## config.mk

```make
export PLATFORM = sky130hd
export DESIGN_NAME = sdms_top
export DESIGN_NICKNAME = d
export VERILOG_FILES = /design/src/pkg/sdms_pkg.sv /design/src/rtl/sdms_top.sv /design/src/rtl/sdms_scale.sv
export VERILOG_INCLUDE_DIRS = /design/src /design/src/pkg
export SDC_FILE = /design/constraint.sdc
export NUM_CORES = 2
export LEC_CHECK = 0
export BUFFER_PORTS_ARGS = -buffer_cell sky130_fd_sc_hd__buf_2
export CAP_MARGIN = 20
export CORE_ASPECT_RATIO = 0.7
export CORE_MARGIN = 1
export CORE_UTILIZATION = 60
export DETAILED_ROUTE_END_ITERATION = 8
export PLACE_DENSITY = 0.9
export SYNTH_ARGS = -nofsm -noshare
export SYNTH_HDL_FRONTEND = slang
export SYNTH_SLANG_ARGS = --single-unit
```

## constraint.sdc

```tcl
create_clock -name clock -period 16.8 [get_ports clock]
set_input_delay 0.84 -clock clock [delete_from_list [all_inputs] [get_ports clock]]
set_output_delay 0.84 -clock clock [all_outputs]
set_load 0.005 [all_outputs]
```

## src/pkg/sdms_map.svh

```systemverilog
// Constants of the special drive mode selector: codes, speeds, analog levels
`ifndef SDMS_MAP_SVH
`define SDMS_MAP_SVH

// ----------------------------------------------------------------------------
// Configuration codes
// ----------------------------------------------------------------------------
`define SDMS_ACT_ON 8'h02
`define SDMS_MODE_LAST 8'h0f
`define SDMS_CLOSED_BIT 3
`define SDMS_KIND_LSB 1
`define SDMS_ODD_BIT 0

// ----------------------------------------------------------------------------
// Speeds in rpm
// ----------------------------------------------------------------------------
`define SDMS_TEST_RPM 32'h0000001e
`define SDMS_MAX_HI_RPM 10'h3e8
`define SDMS_MAX_LO_RPM 10'h064

// ----------------------------------------------------------------------------
// Analog input: full scale, dead zone, joystick centre
// ----------------------------------------------------------------------------
`define SDMS_ADC_FS 12'hfff
`define SDMS_FS_MV 16'h2710
`define SDMS_DEAD_MV 16'h0014
`define SDMS_DEAD_CNT (12'(((32'(`SDMS_DEAD_MV) * 32'(`SDMS_ADC_FS)) / 32'(`SDMS_FS_MV))))
`define SDMS_ADC_MID (12'(`SDMS_ADC_FS >> 1))

// ----------------------------------------------------------------------------
// Divider
// ----------------------------------------------------------------------------
`define SDMS_DIV_STEPS 6'h26

`endif

```

## src/pkg/sdms_pkg.sv

```systemverilog
// Types of the special drive mode selector
package sdms_pkg;

    typedef enum logic [1:0] {SDMS_DRV_NONE, SDMS_DRV_STEP, SDMS_DRV_VEL} sdms_drive_e;

    typedef enum logic [1:0] {SDMS_K_STEP, SDMS_K_TEST, SDMS_K_NORM, SDMS_K_JOY} sdms_kind_e;

    typedef enum logic {SDMS_DIV_IDLE, SDMS_DIV_RUN} sdms_div_e;

    typedef struct packed {
        sdms_div_e st;
        logic [5:0] cnt;
        logic [27:0] rem;
        logic [37:0] quo;
        logic [27:0] den;
        logic neg;
        logic done;
        logic [31:0] result;
    } sdms_div_s;

    typedef struct packed {
        logic en_s1;
        logic en_s2;
        logic stp_s1;
        logic stp_s2;
        logic stp_s3;
        logic dir_s1;
        logic dir_s2;
        logic loaded;
        logic [7:0] act;
        logic [7:0] mode;
        logic special;
        logic closed;
        sdms_drive_e drive;
        logic cw_en;
        logic op_en;
        logic step_pulse;
        logic step_dir;
        logic [31:0] target;
        logic vel_wr;
        logic busy;
        logic start;
        logic [11:0] excess;
        logic [11:0] span;
        logic [9:0] maxr;
        logic neg;
    } sdms_top_s;

endpackage : sdms_pkg

```

## src/rtl/sdms_top.sv

```systemverilog
// Special drive mode selector: step-direction, analog speed and test run
`timescale 1ns/1ps
`include "sdms_map.svh"

// Notes on behaviour
// - Special modes run only when the stored activation value is 2.
// - 00h-07h open loop, 08h-0Fh closed; pairs: step, test, then four analog.
// - Test run turns at 30 rpm; even code clockwise, odd counterclockwise.
// - Analog 4/5 take direction input, 6/7 joystick; even 1000, odd 100 rpm.
// - New configuration acts only after it is stored and the controller restarts.
// - With special modes on, power state follows enable; control word ignored.
// - Digital input 1 is the enable input.
// - Step-direction mode forwards step and direction; source drives all three pins.
// - Analog mode runs velocity mode and writes the speed to target velocity.
// - Maximum is 100 or 1000 rpm, rescaled by the scaling factor pair.
// - Normal analog maps full scale to maximum, sense from direction input.
// - Normal analog gives zero speed from 0 V to 20 mV.
// - Joystick: half scale is zero, below negative, above positive.
// - Joystick gives zero speed within 20 mV of half scale.
// - Test run turns only while enable is asserted.

module sdms_top (
    // Clock and reset
    input wire logic clock,
    input wire logic reset_n,
    // Stored configuration, read once after restart
    input wire logic [7:0] nv_activation,
    input wire logic [7:0] nv_mode,
    // Scaling factor numerator and divisor
    input wire logic [15:0] scale_num,
    input wire logic [15:0] scale_den,
    // Fieldbus control word state requests
    input wire logic cw_req_valid,
    input wire logic cw_req_enable,
    // Pins from the pulse or setpoint source
    input wire logic enable_in,
    input wire logic step_in,
    input wire logic dir_in,
    // Analog converter, same clock
    input wire logic [11:0] adc_value,
    input wire logic adc_valid,
    // Mode status
    output logic special_active,
    output logic closed_loop,
    output sdms_pkg::sdms_drive_e drive_mode,
    output logic op_enabled,
    // Step-direction engine
    output logic step_pulse,
    output logic step_dir,
    // Target velocity, rpm two's complement
    output logic [31:0] target_vel,
    output logic target_vel_wr
);

    // ------------------------------------------------------------------------
    // State
    // ------------------------------------------------------------------------
    sdms_pkg::sdms_top_s st_reg;
    sdms_pkg::sdms_top_s st_next;

    logic div_done;
    logic [31:0] div_result;

    sdms_pkg::sdms_kind_e kind;
    logic odd_code;
    logic step_rise;

    assign kind = sdms_pkg::sdms_kind_e'(st_reg.mode[`SDMS_KIND_LSB +: 2]);
    assign odd_code = st_reg.mode[`SDMS_ODD_BIT];
    assign step_rise = st_reg.stp_s2 && !st_reg.stp_s3;

    // ------------------------------------------------------------------------
    // Next state
    // ------------------------------------------------------------------------
    always_comb begin
        logic zero;
        logic [31:0] test_vel;
        logic [11:0] lo_edge;
        logic [11:0] hi_edge;
        zero = 1'b0;
        test_vel = 32'h0;
        lo_edge = `SDMS_ADC_MID - `SDMS_DEAD_CNT;
        hi_edge = `SDMS_ADC_MID + `SDMS_DEAD_CNT;
        st_next = st_reg;
        st_next.start = 1'b0;
        st_next.vel_wr = 1'b0;
        st_next.step_pulse = 1'b0;

        // Pin synchronisers
        st_next.en_s1 = enable_in;
        st_next.en_s2 = st_reg.en_s1;
        st_next.stp_s1 = step_in;
        st_next.stp_s2 = st_reg.stp_s1;
        st_next.stp_s3 = st_reg.stp_s2;
        st_next.dir_s1 = dir_in;
        st_next.dir_s2 = st_reg.dir_s1;

        // Stored values are caught once after restart and then frozen
        if (!st_reg.loaded) begin
            st_next.loaded = 1'b1;
            st_next.act = nv_activation;
            st_next.mode = nv_mode;
            st_next.special = (nv_activation == `SDMS_ACT_ON) && (nv_mode <= `SDMS_MODE_LAST);
            st_next.closed = nv_mode[`SDMS_CLOSED_BIT];
        end

        // Power state
        if (st_reg.special) begin
            st_next.op_en = st_reg.en_s2;
        end else begin
            if (cw_req_valid) begin
                st_next.cw_en = cw_req_enable;
            end
            st_next.op_en = st_reg.cw_en;
        end

        if (!st_reg.special) begin
            st_next.drive = sdms_pkg::SDMS_DRV_NONE;
        end else begin
            case (kind)
                sdms_pkg::SDMS_K_STEP: begin
                    st_next.drive = sdms_pkg::SDMS_DRV_STEP;
                    st_next.step_pulse = st_reg.op_en && step_rise;
                    st_next.step_dir = st_reg.dir_s2;
                end
                sdms_pkg::SDMS_K_TEST: begin
                    st_next.drive = sdms_pkg::SDMS_DRV_VEL;
                    test_vel = odd_code ? (32'h0 - `SDMS_TEST_RPM) : `SDMS_TEST_RPM;
                    st_next.target = st_reg.op_en ? test_vel : 32'h0;
                    st_next.vel_wr = (st_next.target != st_reg.target);
                end
                default: begin
                    st_next.drive = sdms_pkg::SDMS_DRV_VEL;
                    st_next.maxr = odd_code ? `SDMS_MAX_LO_RPM : `SDMS_MAX_HI_RPM;
                    if (!st_reg.op_en) begin
                        // Result in flight is dropped, but busy waits for done so the next enable is not locked out
                        st_next.target = 32'h0;
                        st_next.vel_wr = (st_reg.target != 32'h0);
                        if (div_done) begin
                            st_next.busy = 1'b0;
                        end
                    end else if (st_reg.busy) begin
                        if (div_done) begin
                            st_next.busy = 1'b0;
                            st_next.target = div_result;
                            st_next.vel_wr = 1'b1;
                        end
                    end else if (adc_valid) begin
                        if (kind == sdms_pkg::SDMS_K_NORM) begin
                            if (adc_value <= `SDMS_DEAD_CNT) begin
                                zero = 1'b1;
                            end
                            st_next.excess = adc_value - `SDMS_DEAD_CNT;
                            st_next.span = `SDMS_ADC_FS - `SDMS_DEAD_CNT;
                            st_next.neg = st_reg.dir_s2;
                        end else if (adc_value < lo_edge) begin
                            st_next.excess = lo_edge - adc_value;
                            st_next.span = lo_edge;
                            st_next.neg = 1'b1;
                        end else if (adc_value > hi_edge) begin
                            st_next.excess = adc_value - hi_edge;
                            st_next.span = `SDMS_ADC_FS - hi_edge;
                            st_next.neg = 1'b0;
                        end else begin
                            zero = 1'b1;
                        end
                        if (zero) begin
                            st_next.target = 32'h0;
                            st_next.vel_wr = 1'b1;
                        end else begin
                            st_next.start = 1'b1;
                            st_next.busy = 1'b1;
                        end
                    end
                end
            endcase
        end

        // Busy only means something in analog mode
        if (!st_reg.special || kind == sdms_pkg::SDMS_K_STEP || kind == sdms_pkg::SDMS_K_TEST) begin
            st_next.busy = 1'b0;
        end
    end

    always_ff @(posedge clock) begin
        if (!reset_n) begin
            st_reg <= '0;
        end else begin
            st_reg <= st_next;
        end
    end

    // ------------------------------------------------------------------------
    // Scaler
    // ------------------------------------------------------------------------
    // Samples that arrive while the scaler is busy are dropped; only a sample taken while idle starts a computation
    sdms_scale u_scale (
        .clock(clock),
        .reset_n(reset_n),
        .start(st_reg.start),
        .excess(st_reg.excess),
        .span(st_reg.span),
        .max_rpm(st_reg.maxr),
        .scale_num(scale_num),
        .scale_den(scale_den),
        .negative(st_reg.neg),
        .done(div_done),
        .result(div_result)
    );

    // ------------------------------------------------------------------------
    // Outputs
    // ------------------------------------------------------------------------
    assign special_active = st_reg.special;
    assign closed_loop = st_reg.closed;
    assign drive_mode = st_reg.drive;
    assign op_enabled = st_reg.op_en;
    assign step_pulse = st_reg.step_pulse;
    assign step_dir = st_reg.step_dir;
    assign target_vel = st_reg.target;
    assign target_vel_wr = st_reg.vel_wr;

    // ------------------------------------------------------------------------
    // Checks
    // ------------------------------------------------------------------------
    a_act_gate: assert property (@(posedge clock) disable iff (!reset_n)
        st_reg.special |-> st_reg.act == `SDMS_ACT_ON && st_reg.mode <= `SDMS_MODE_LAST)
        else $error("Special mode active without activation code");

    a_loop_decode: assert property (@(posedge clock) disable iff (!reset_n)
        st_reg.loaded |-> closed_loop == st_reg.mode[`SDMS_CLOSED_BIT])
        else $error("Loop kind does not match mode code");

    a_cfg_frozen: assert property (@(posedge clock) disable iff (!reset_n)
        st_reg.loaded |=> $stable(st_reg.mode) && $stable(special_active))
        else $error("Configuration changed without restart");

    a_enable_rules: assert property (@(posedge clock) disable iff (!reset_n)
        special_active && $stable(special_active) |=> op_enabled == $past(st_reg.en_s2))
        else $error("Power state not following enable input");

    a_enable_drop: assert property (@(posedge clock) disable iff (!reset_n)
        special_active && !st_reg.en_s2 && !st_reg.en_s1 |=> ##1 !op_enabled && target_vel == 32'h0)
        else $error("Motor not stopped after enable dropped");

    a_test_speed: assert property (@(posedge clock) disable iff (!reset_n)
        special_active && kind == sdms_pkg::SDMS_K_TEST && op_enabled |=>
        target_vel == (odd_code ? 32'h0 - `SDMS_TEST_RPM : `SDMS_TEST_RPM))
        else $error("Test run speed wrong");

    a_step_forward: assert property (@(posedge clock) disable iff (!reset_n)
        special_active && kind == sdms_pkg::SDMS_K_STEP && op_enabled && step_rise |=> step_pulse)
        else $error("Step edge not forwarded");

    a_norm_dead: assert property (@(posedge clock) disable iff (!reset_n)
        special_active && kind == sdms_pkg::SDMS_K_NORM && op_enabled && !st_reg.busy && adc_valid
        && adc_value <= `SDMS_DEAD_CNT |=> target_vel == 32'h0 && target_vel_wr)
        else $error("Normal dead zone gave speed");

    a_joy_dead: assert property (@(posedge clock) disable iff (!reset_n)
        special_active && kind == sdms_pkg::SDMS_K_JOY && op_enabled && !st_reg.busy && adc_valid
        && adc_value >= `SDMS_ADC_MID - `SDMS_DEAD_CNT && adc_value <= `SDMS_ADC_MID + `SDMS_DEAD_CNT
        |=> target_vel == 32'h0 && target_vel_wr)
        else $error("Joystick dead zone gave speed");

    a_joy_sign: assert property (@(posedge clock) disable iff (!reset_n)
        special_active && kind == sdms_pkg::SDMS_K_JOY && op_enabled && !st_reg.busy && adc_valid
        && adc_value < `SDMS_ADC_MID - `SDMS_DEAD_CNT |=> st_reg.busy && st_reg.neg)
        else $error("Joystick low side not negative");

endmodule : sdms_top

```

## src/rtl/sdms_scale.sv

```systemverilog
// Analog excess to signed speed: excess * max * num / (span * den)
`timescale 1ns/1ps
`include "sdms_map.svh"

module sdms_scale (
    // Clock and reset
    input wire logic clock,
    input wire logic reset_n,
    // Request
    input wire logic start,
    input wire logic [11:0] excess,
    input wire logic [11:0] span,
    input wire logic [9:0] max_rpm,
    input wire logic [15:0] scale_num,
    input wire logic [15:0] scale_den,
    input wire logic negative,
    // Answer
    output logic done,
    output logic [31:0] result
);

    sdms_pkg::sdms_div_s r_reg;
    sdms_pkg::sdms_div_s r_next;

    always_comb begin
        logic [11:0] ex_c;
        logic [15:0] den_c;
        logic [28:0] trial;
        logic ge;
        logic [37:0] q;
        ex_c = excess;
        den_c = scale_den;
        trial = 29'h0;
        ge = 1'b0;
        q = 38'h0;
        r_next = r_reg;
        r_next.done = 1'b0;
        case (r_reg.st)
            sdms_pkg::SDMS_DIV_IDLE: begin
                if (start) begin
                    // Clamp keeps the answer at or below the selected maximum times num/den
                    if (ex_c > span) begin
                        ex_c = span;
                    end
                    if (den_c == 16'h0000) begin
                        den_c = 16'h0001;
                    end
                    r_next.quo = 38'(ex_c) * 38'(max_rpm) * 38'(scale_num);
                    r_next.den = 28'(span) * 28'(den_c);
                    r_next.rem = 28'h0;
                    r_next.cnt = `SDMS_DIV_STEPS;
                    r_next.neg = negative;
                    r_next.st = sdms_pkg::SDMS_DIV_RUN;
                end
            end
            sdms_pkg::SDMS_DIV_RUN: begin
                trial = {r_reg.rem, r_reg.quo[37]};
                ge = (trial >= {1'b0, r_reg.den});
                r_next.rem = ge ? 28'(trial - {1'b0, r_reg.den}) : trial[27:0];
                q = {r_reg.quo[36:0], ge};
                r_next.quo = q;
                r_next.cnt = r_reg.cnt - 6'h01;
                if (r_reg.cnt == 6'h01) begin
                    r_next.done = 1'b1;
                    r_next.st = sdms_pkg::SDMS_DIV_IDLE;
                    r_next.result = r_reg.neg ? (32'h0 - {6'h00, q[25:0]}) : {6'h00, q[25:0]};
                end
            end
            default: begin
                r_next.st = sdms_pkg::SDMS_DIV_IDLE;
            end
        endcase
    end

    always_ff @(posedge clock) begin
        if (!reset_n) begin
            r_reg <= '0;
        end else begin
            r_reg <= r_next;
        end
    end

    assign done = r_reg.done;
    assign result = r_reg.result;

    a_div_latency: assert property (@(posedge clock) disable iff (!reset_n)
        start && r_reg.st == sdms_pkg::SDMS_DIV_IDLE |-> ##39 done)
        else $error("Scaler answer not on time");

endmodule : sdms_scale

```

==> flow_metrics.tcl <==
set metrics [dict create \
    worst_pin_slew_ps 1080 \
    io_buffer_count 107 \
    worst-path-max-fanout 23 \
    cts.clk_slew.worst_paths_ps 90 \
    number_of_register_bits_inferred_by_synthesis 199 \
    postSynth.asyncResetShare 0 \
    grt_setup_unrepaired "no" \
    syn_to_final_growth_pct 4.87 \
    drc 0 \
    post-route-min-period_ps 14100 \
    grt_first_pass_wirelength_um 124000 \
    drt-pass1-iter-count 8 \
    drt_first_iter_violations 2666 \
    slew-limit-headroom 0.277 \
    global_route.usage.total 0.310 \
    critPathRequiredTime_ps 17190 \
    vias_per_cell 5.93 \
    layout_cells_sized_above_1 0.0610 \
    synth_top_cell_by_area "fa_1" \
    layout.area.seq_um2 3980 \
    total_number_of_vias 24100 \
    static_leakage_nw 15.0 \
    report.final.hold_viol_count 0 \
    setup_violations 0 \
    tritoncts "yes" \
    postSynthNetCount 4215 \
    die_area_um2 50000 \
    mappedNetlistArea_um2 29500 \
    postCtsSetupRepairBufs 0 \
    detail_route.wl_per_cell_um 18.4 \
    number_of_inserted_filler_cells_in_the_final_layout 3762 \
    grt_pass1_vias 24000 \
    crit_path_end_kind "flop" \
    crit_path_start_kind "flop" \
    reg2regPathDepth 45 \
    fraction_of_the_cycle_the_final_worst_path_needs 0.839 \
    report.final.slew_viol_count 0 \
    total_power_mw 0.988 \
    io_pins 108 \
    ctsResizeCount 0 \
    critPathMaxStageDelay_ps 830 \
    yosysSeqAreaShare 0.135 \
    r2r_path_start "st_reg[21]$_SDFFE_PN0P_" \
    drv.max_cap_violation_count 0 \
    multi_input_area_um2 22600 \
    post_detailed_routing_wire_length_um 74800 \
    critical_path.reg2reg.endpoint "u_scale.r_reg[97]$_SDFFE_PN0P_" \
    min_path_type "reg -> reg" \
    clock_tree.buffer_depth 2 \
    chipHeight_um 187 \
    fp.coreArea_um2 48200 \
    die_w_um 267 \
    start_util 0.611 \
    hpwlAfterDp_um 58700 \
    clockRootBuffer "clkbuf_16" \
    final.setup.tns_ps 0 \
    crit_type "reg -> reg" \
    startpoint "st_reg[21]$_SDFFE_PN0P_" \
    place.detailed.instances 4018 \
    crit_slowest_cell "dfxtp_1" \
    tritoncts.num_buffers 17 \
    capturing_element_of_the_worst_setup_path "u_scale.r_reg[97]$_SDFFE_PN0P_" \
    grt_antenna_before_repair 4 \
    clock_sinks 199 \
    timing.clock.skew_ps 14.6 \
    num_rows 67 \
    post_cts_hold_buffer_count 0 \
    highest_attainable_clock_frequency_ghz 0.0709 \
    r2r_slack_ps 2700 \
    clkLatencyLatePin_ps 470 \
    drt.antenna.violating_nets 0 \
    instances_no_fill 4055 \
    most_common_cell_type_on_the_critical_path "fa_1" \
    irDropWorstVdd_v 0.0000688 \
    place_congestion 0.998 \
    synthesis.instances 3414 \
    synth-edff-count 0 \
    synthesis.area_per_instance_um2 8.63 \
    synth_top_area_frac 0.297 \
    cts_max_level 4 \
    yosys.cell_types.count 82 \
    dominantRegCellSynth "dfxtp_1" \
    globalRouteOverflowTotal 0 \
    power.density_nw_per_um2 32.0 \
    yosys_warnings 0 \
    grt_start_max_net_pins 94 \
    timing.critical_path.arrival_ps 14490 \
    synth_area_leaders "fa_1, dfxtp_1, ha_1" \
    status "finished clean" \
    total_number_of_nets_in_the_final_design 4184 \
    largest_register_ffs 102 \
]
-- worst min path at each step --
| stage | startpoint | to | slack [ps] | cells past startpoint |
|---|---|---|---|---|
| floorplan | st_next[98]$_SDFF_PN0_ | st_next[97]$_SDFF_PN0_ | 410 | 1 |
| CTS | st_next[100]$_SDFF_PN0_ | st_reg[100]$_SDFF_PN0_ | 430 | 1 |
| global route | st_next[100]$_SDFF_PN0_ | st_reg[100]$_SDFF_PN0_ | 440 | 1 |
| finish | st_next[100]$_SDFF_PN0_ | st_reg[100]$_SDFF_PN0_ | 440 | 1 |
| detailed placement | st_next[100]$_SDFF_PN0_ | st_reg[100]$_SDFF_PN0_ | 420 | 1 |
| global placement | st_next[100]$_SDFF_PN0_ | st_reg[100]$_SDFF_PN0_ | 410 | 1 |
-- layer usage --
layer,up-vias,GRT usage,part of all wire
met5,-,0,0
met4,0,0.0745,0.020
met3,140,0.0673,0.11
met2,1246,0.451,0.43
met1,11700,0.466,0.44
li1,10900,-,-
-- synthesized netlist by cell type, types with 5 or more instances --
cell type / count
mux2i_1: 49
buf_1: 6
o211ai_1: 9
or4_1: 5
xnor2_1: 70
o311ai_0: 5
or3_1: 15
a21o_1: 47
a21oi_1: 204
or2_2: 8
nor4_1: 18
and3_1: 15
clkbuf_1: 131
a311oi_1: 7
ha_1: 296
buf_2: 10
a21boi_0: 6
nor2b_1: 59
nor3b_1: 10
inv_1: 557
nand2_1: 388
nand3b_1: 7
o31ai_1: 11
nor3_1: 45
a211o_1: 9
o21ai_0: 125
o21bai_1: 18
buf_4: 36
nand2b_1: 37
fa_1: 437
o21a_1: 9
nand3_1: 39
a211oi_1: 43
dfxtp_1: 199
nand4b_1: 5
xor2_1: 45
nor2_1: 120
a31oi_1: 25
and2_1: 172
mux2_2: 5
nand4_1: 23
a32oi_1: 10
o22ai_1: 16
-- cell usage in the layout, fill, tap and decap left out, types with 11 or more instances in the layout --
cell,n
nand4_1,23
nor2b_1,59
nand3_1,39
and3_1,15
and2_1,172
xor2_1,45
fa_1,437
a21oi_1,204
clkbuf_16,17
mux2i_1,49
o22ai_1,16
o21bai_1,18
buf_4,26
xnor2_1,67
a211oi_1,43
nor2_1,120
nand2_1,388
inv_1,556
nor3_1,43
ha_1,296
o31ai_1,11
o21ai_0,125
a21o_1,47
dfxtp_1,199
nand2b_1,37
nor4_1,18
or3_1,15
buf_2,107
a31oi_1,25
-- logic make-up (layout without fill, tap and decap cells) --
| logic type | after synthesis | count (layout) | synth area share |
|---|---|---|---|
| compound gates | 590 | 590 | 0.125 |
| xor+xnor | 115 | 115 | 0.0342 |
| fa+ha+maj | 733 | 733 | 0.423 |
| buf+inv | 744 | 726 | 0.0999 |
| flops | 199 | 199 | 0.135 |
| mux | 54 | 54 | 0.0186 |
| other cells | 0 | 4 | 0 |
| simple gates | 979 | 979 | 0.164 |
-- metrics by stage --
stage,worst slack (ps),util,instance area (um^2),hold slack (ps)
after floorplan,4490,-,29500,412
after global placement,3720,0.627,30200,414
after detailed placement,3100,0.627,30200,418
after CTS,2930,0.640,30900,435
after global routing,1940,0.641,30900,439
final,2700,0.641,30900,440
-- final cells by class --
class                   count  share of cell area
diodes                      4            0.000324
clock buffers              17              0.0138
clock inverters            15             0.00733
inverters                 560              0.0681
multi-input cells        2471               0.730
flip-flops and latches    199               0.129
well taps                 655              0.0265
repair buffers            134              0.0245
-- report_power, final --
part / internal (mW) / switching, mW / leakage [nW]
Clock: 0.223 / 0.231 / 0.316
Combinational: 0.0151 / 0.0425 / 13.1
Sequential: 0.473 / 0.00330 / 1.60
Total: 0.711 / 0.277 / 15.0
-- worst max-delay path, delay by kind of cell, from the launching register on --
| family | cells | cell delay, ps |
|---|---|---|
| fa+ha+maj | 14 | 6360 |
| compound gates | 12 | 3070 |
| simple gates | 9 | 1800 |
| mux | 2 | 920 |
| buf+inv | 7 | 870 |
| flops | 1 | 830 |
| xor+xnor | 1 | 150 |
Note: power is estimated with default switching activity, not from simulation.
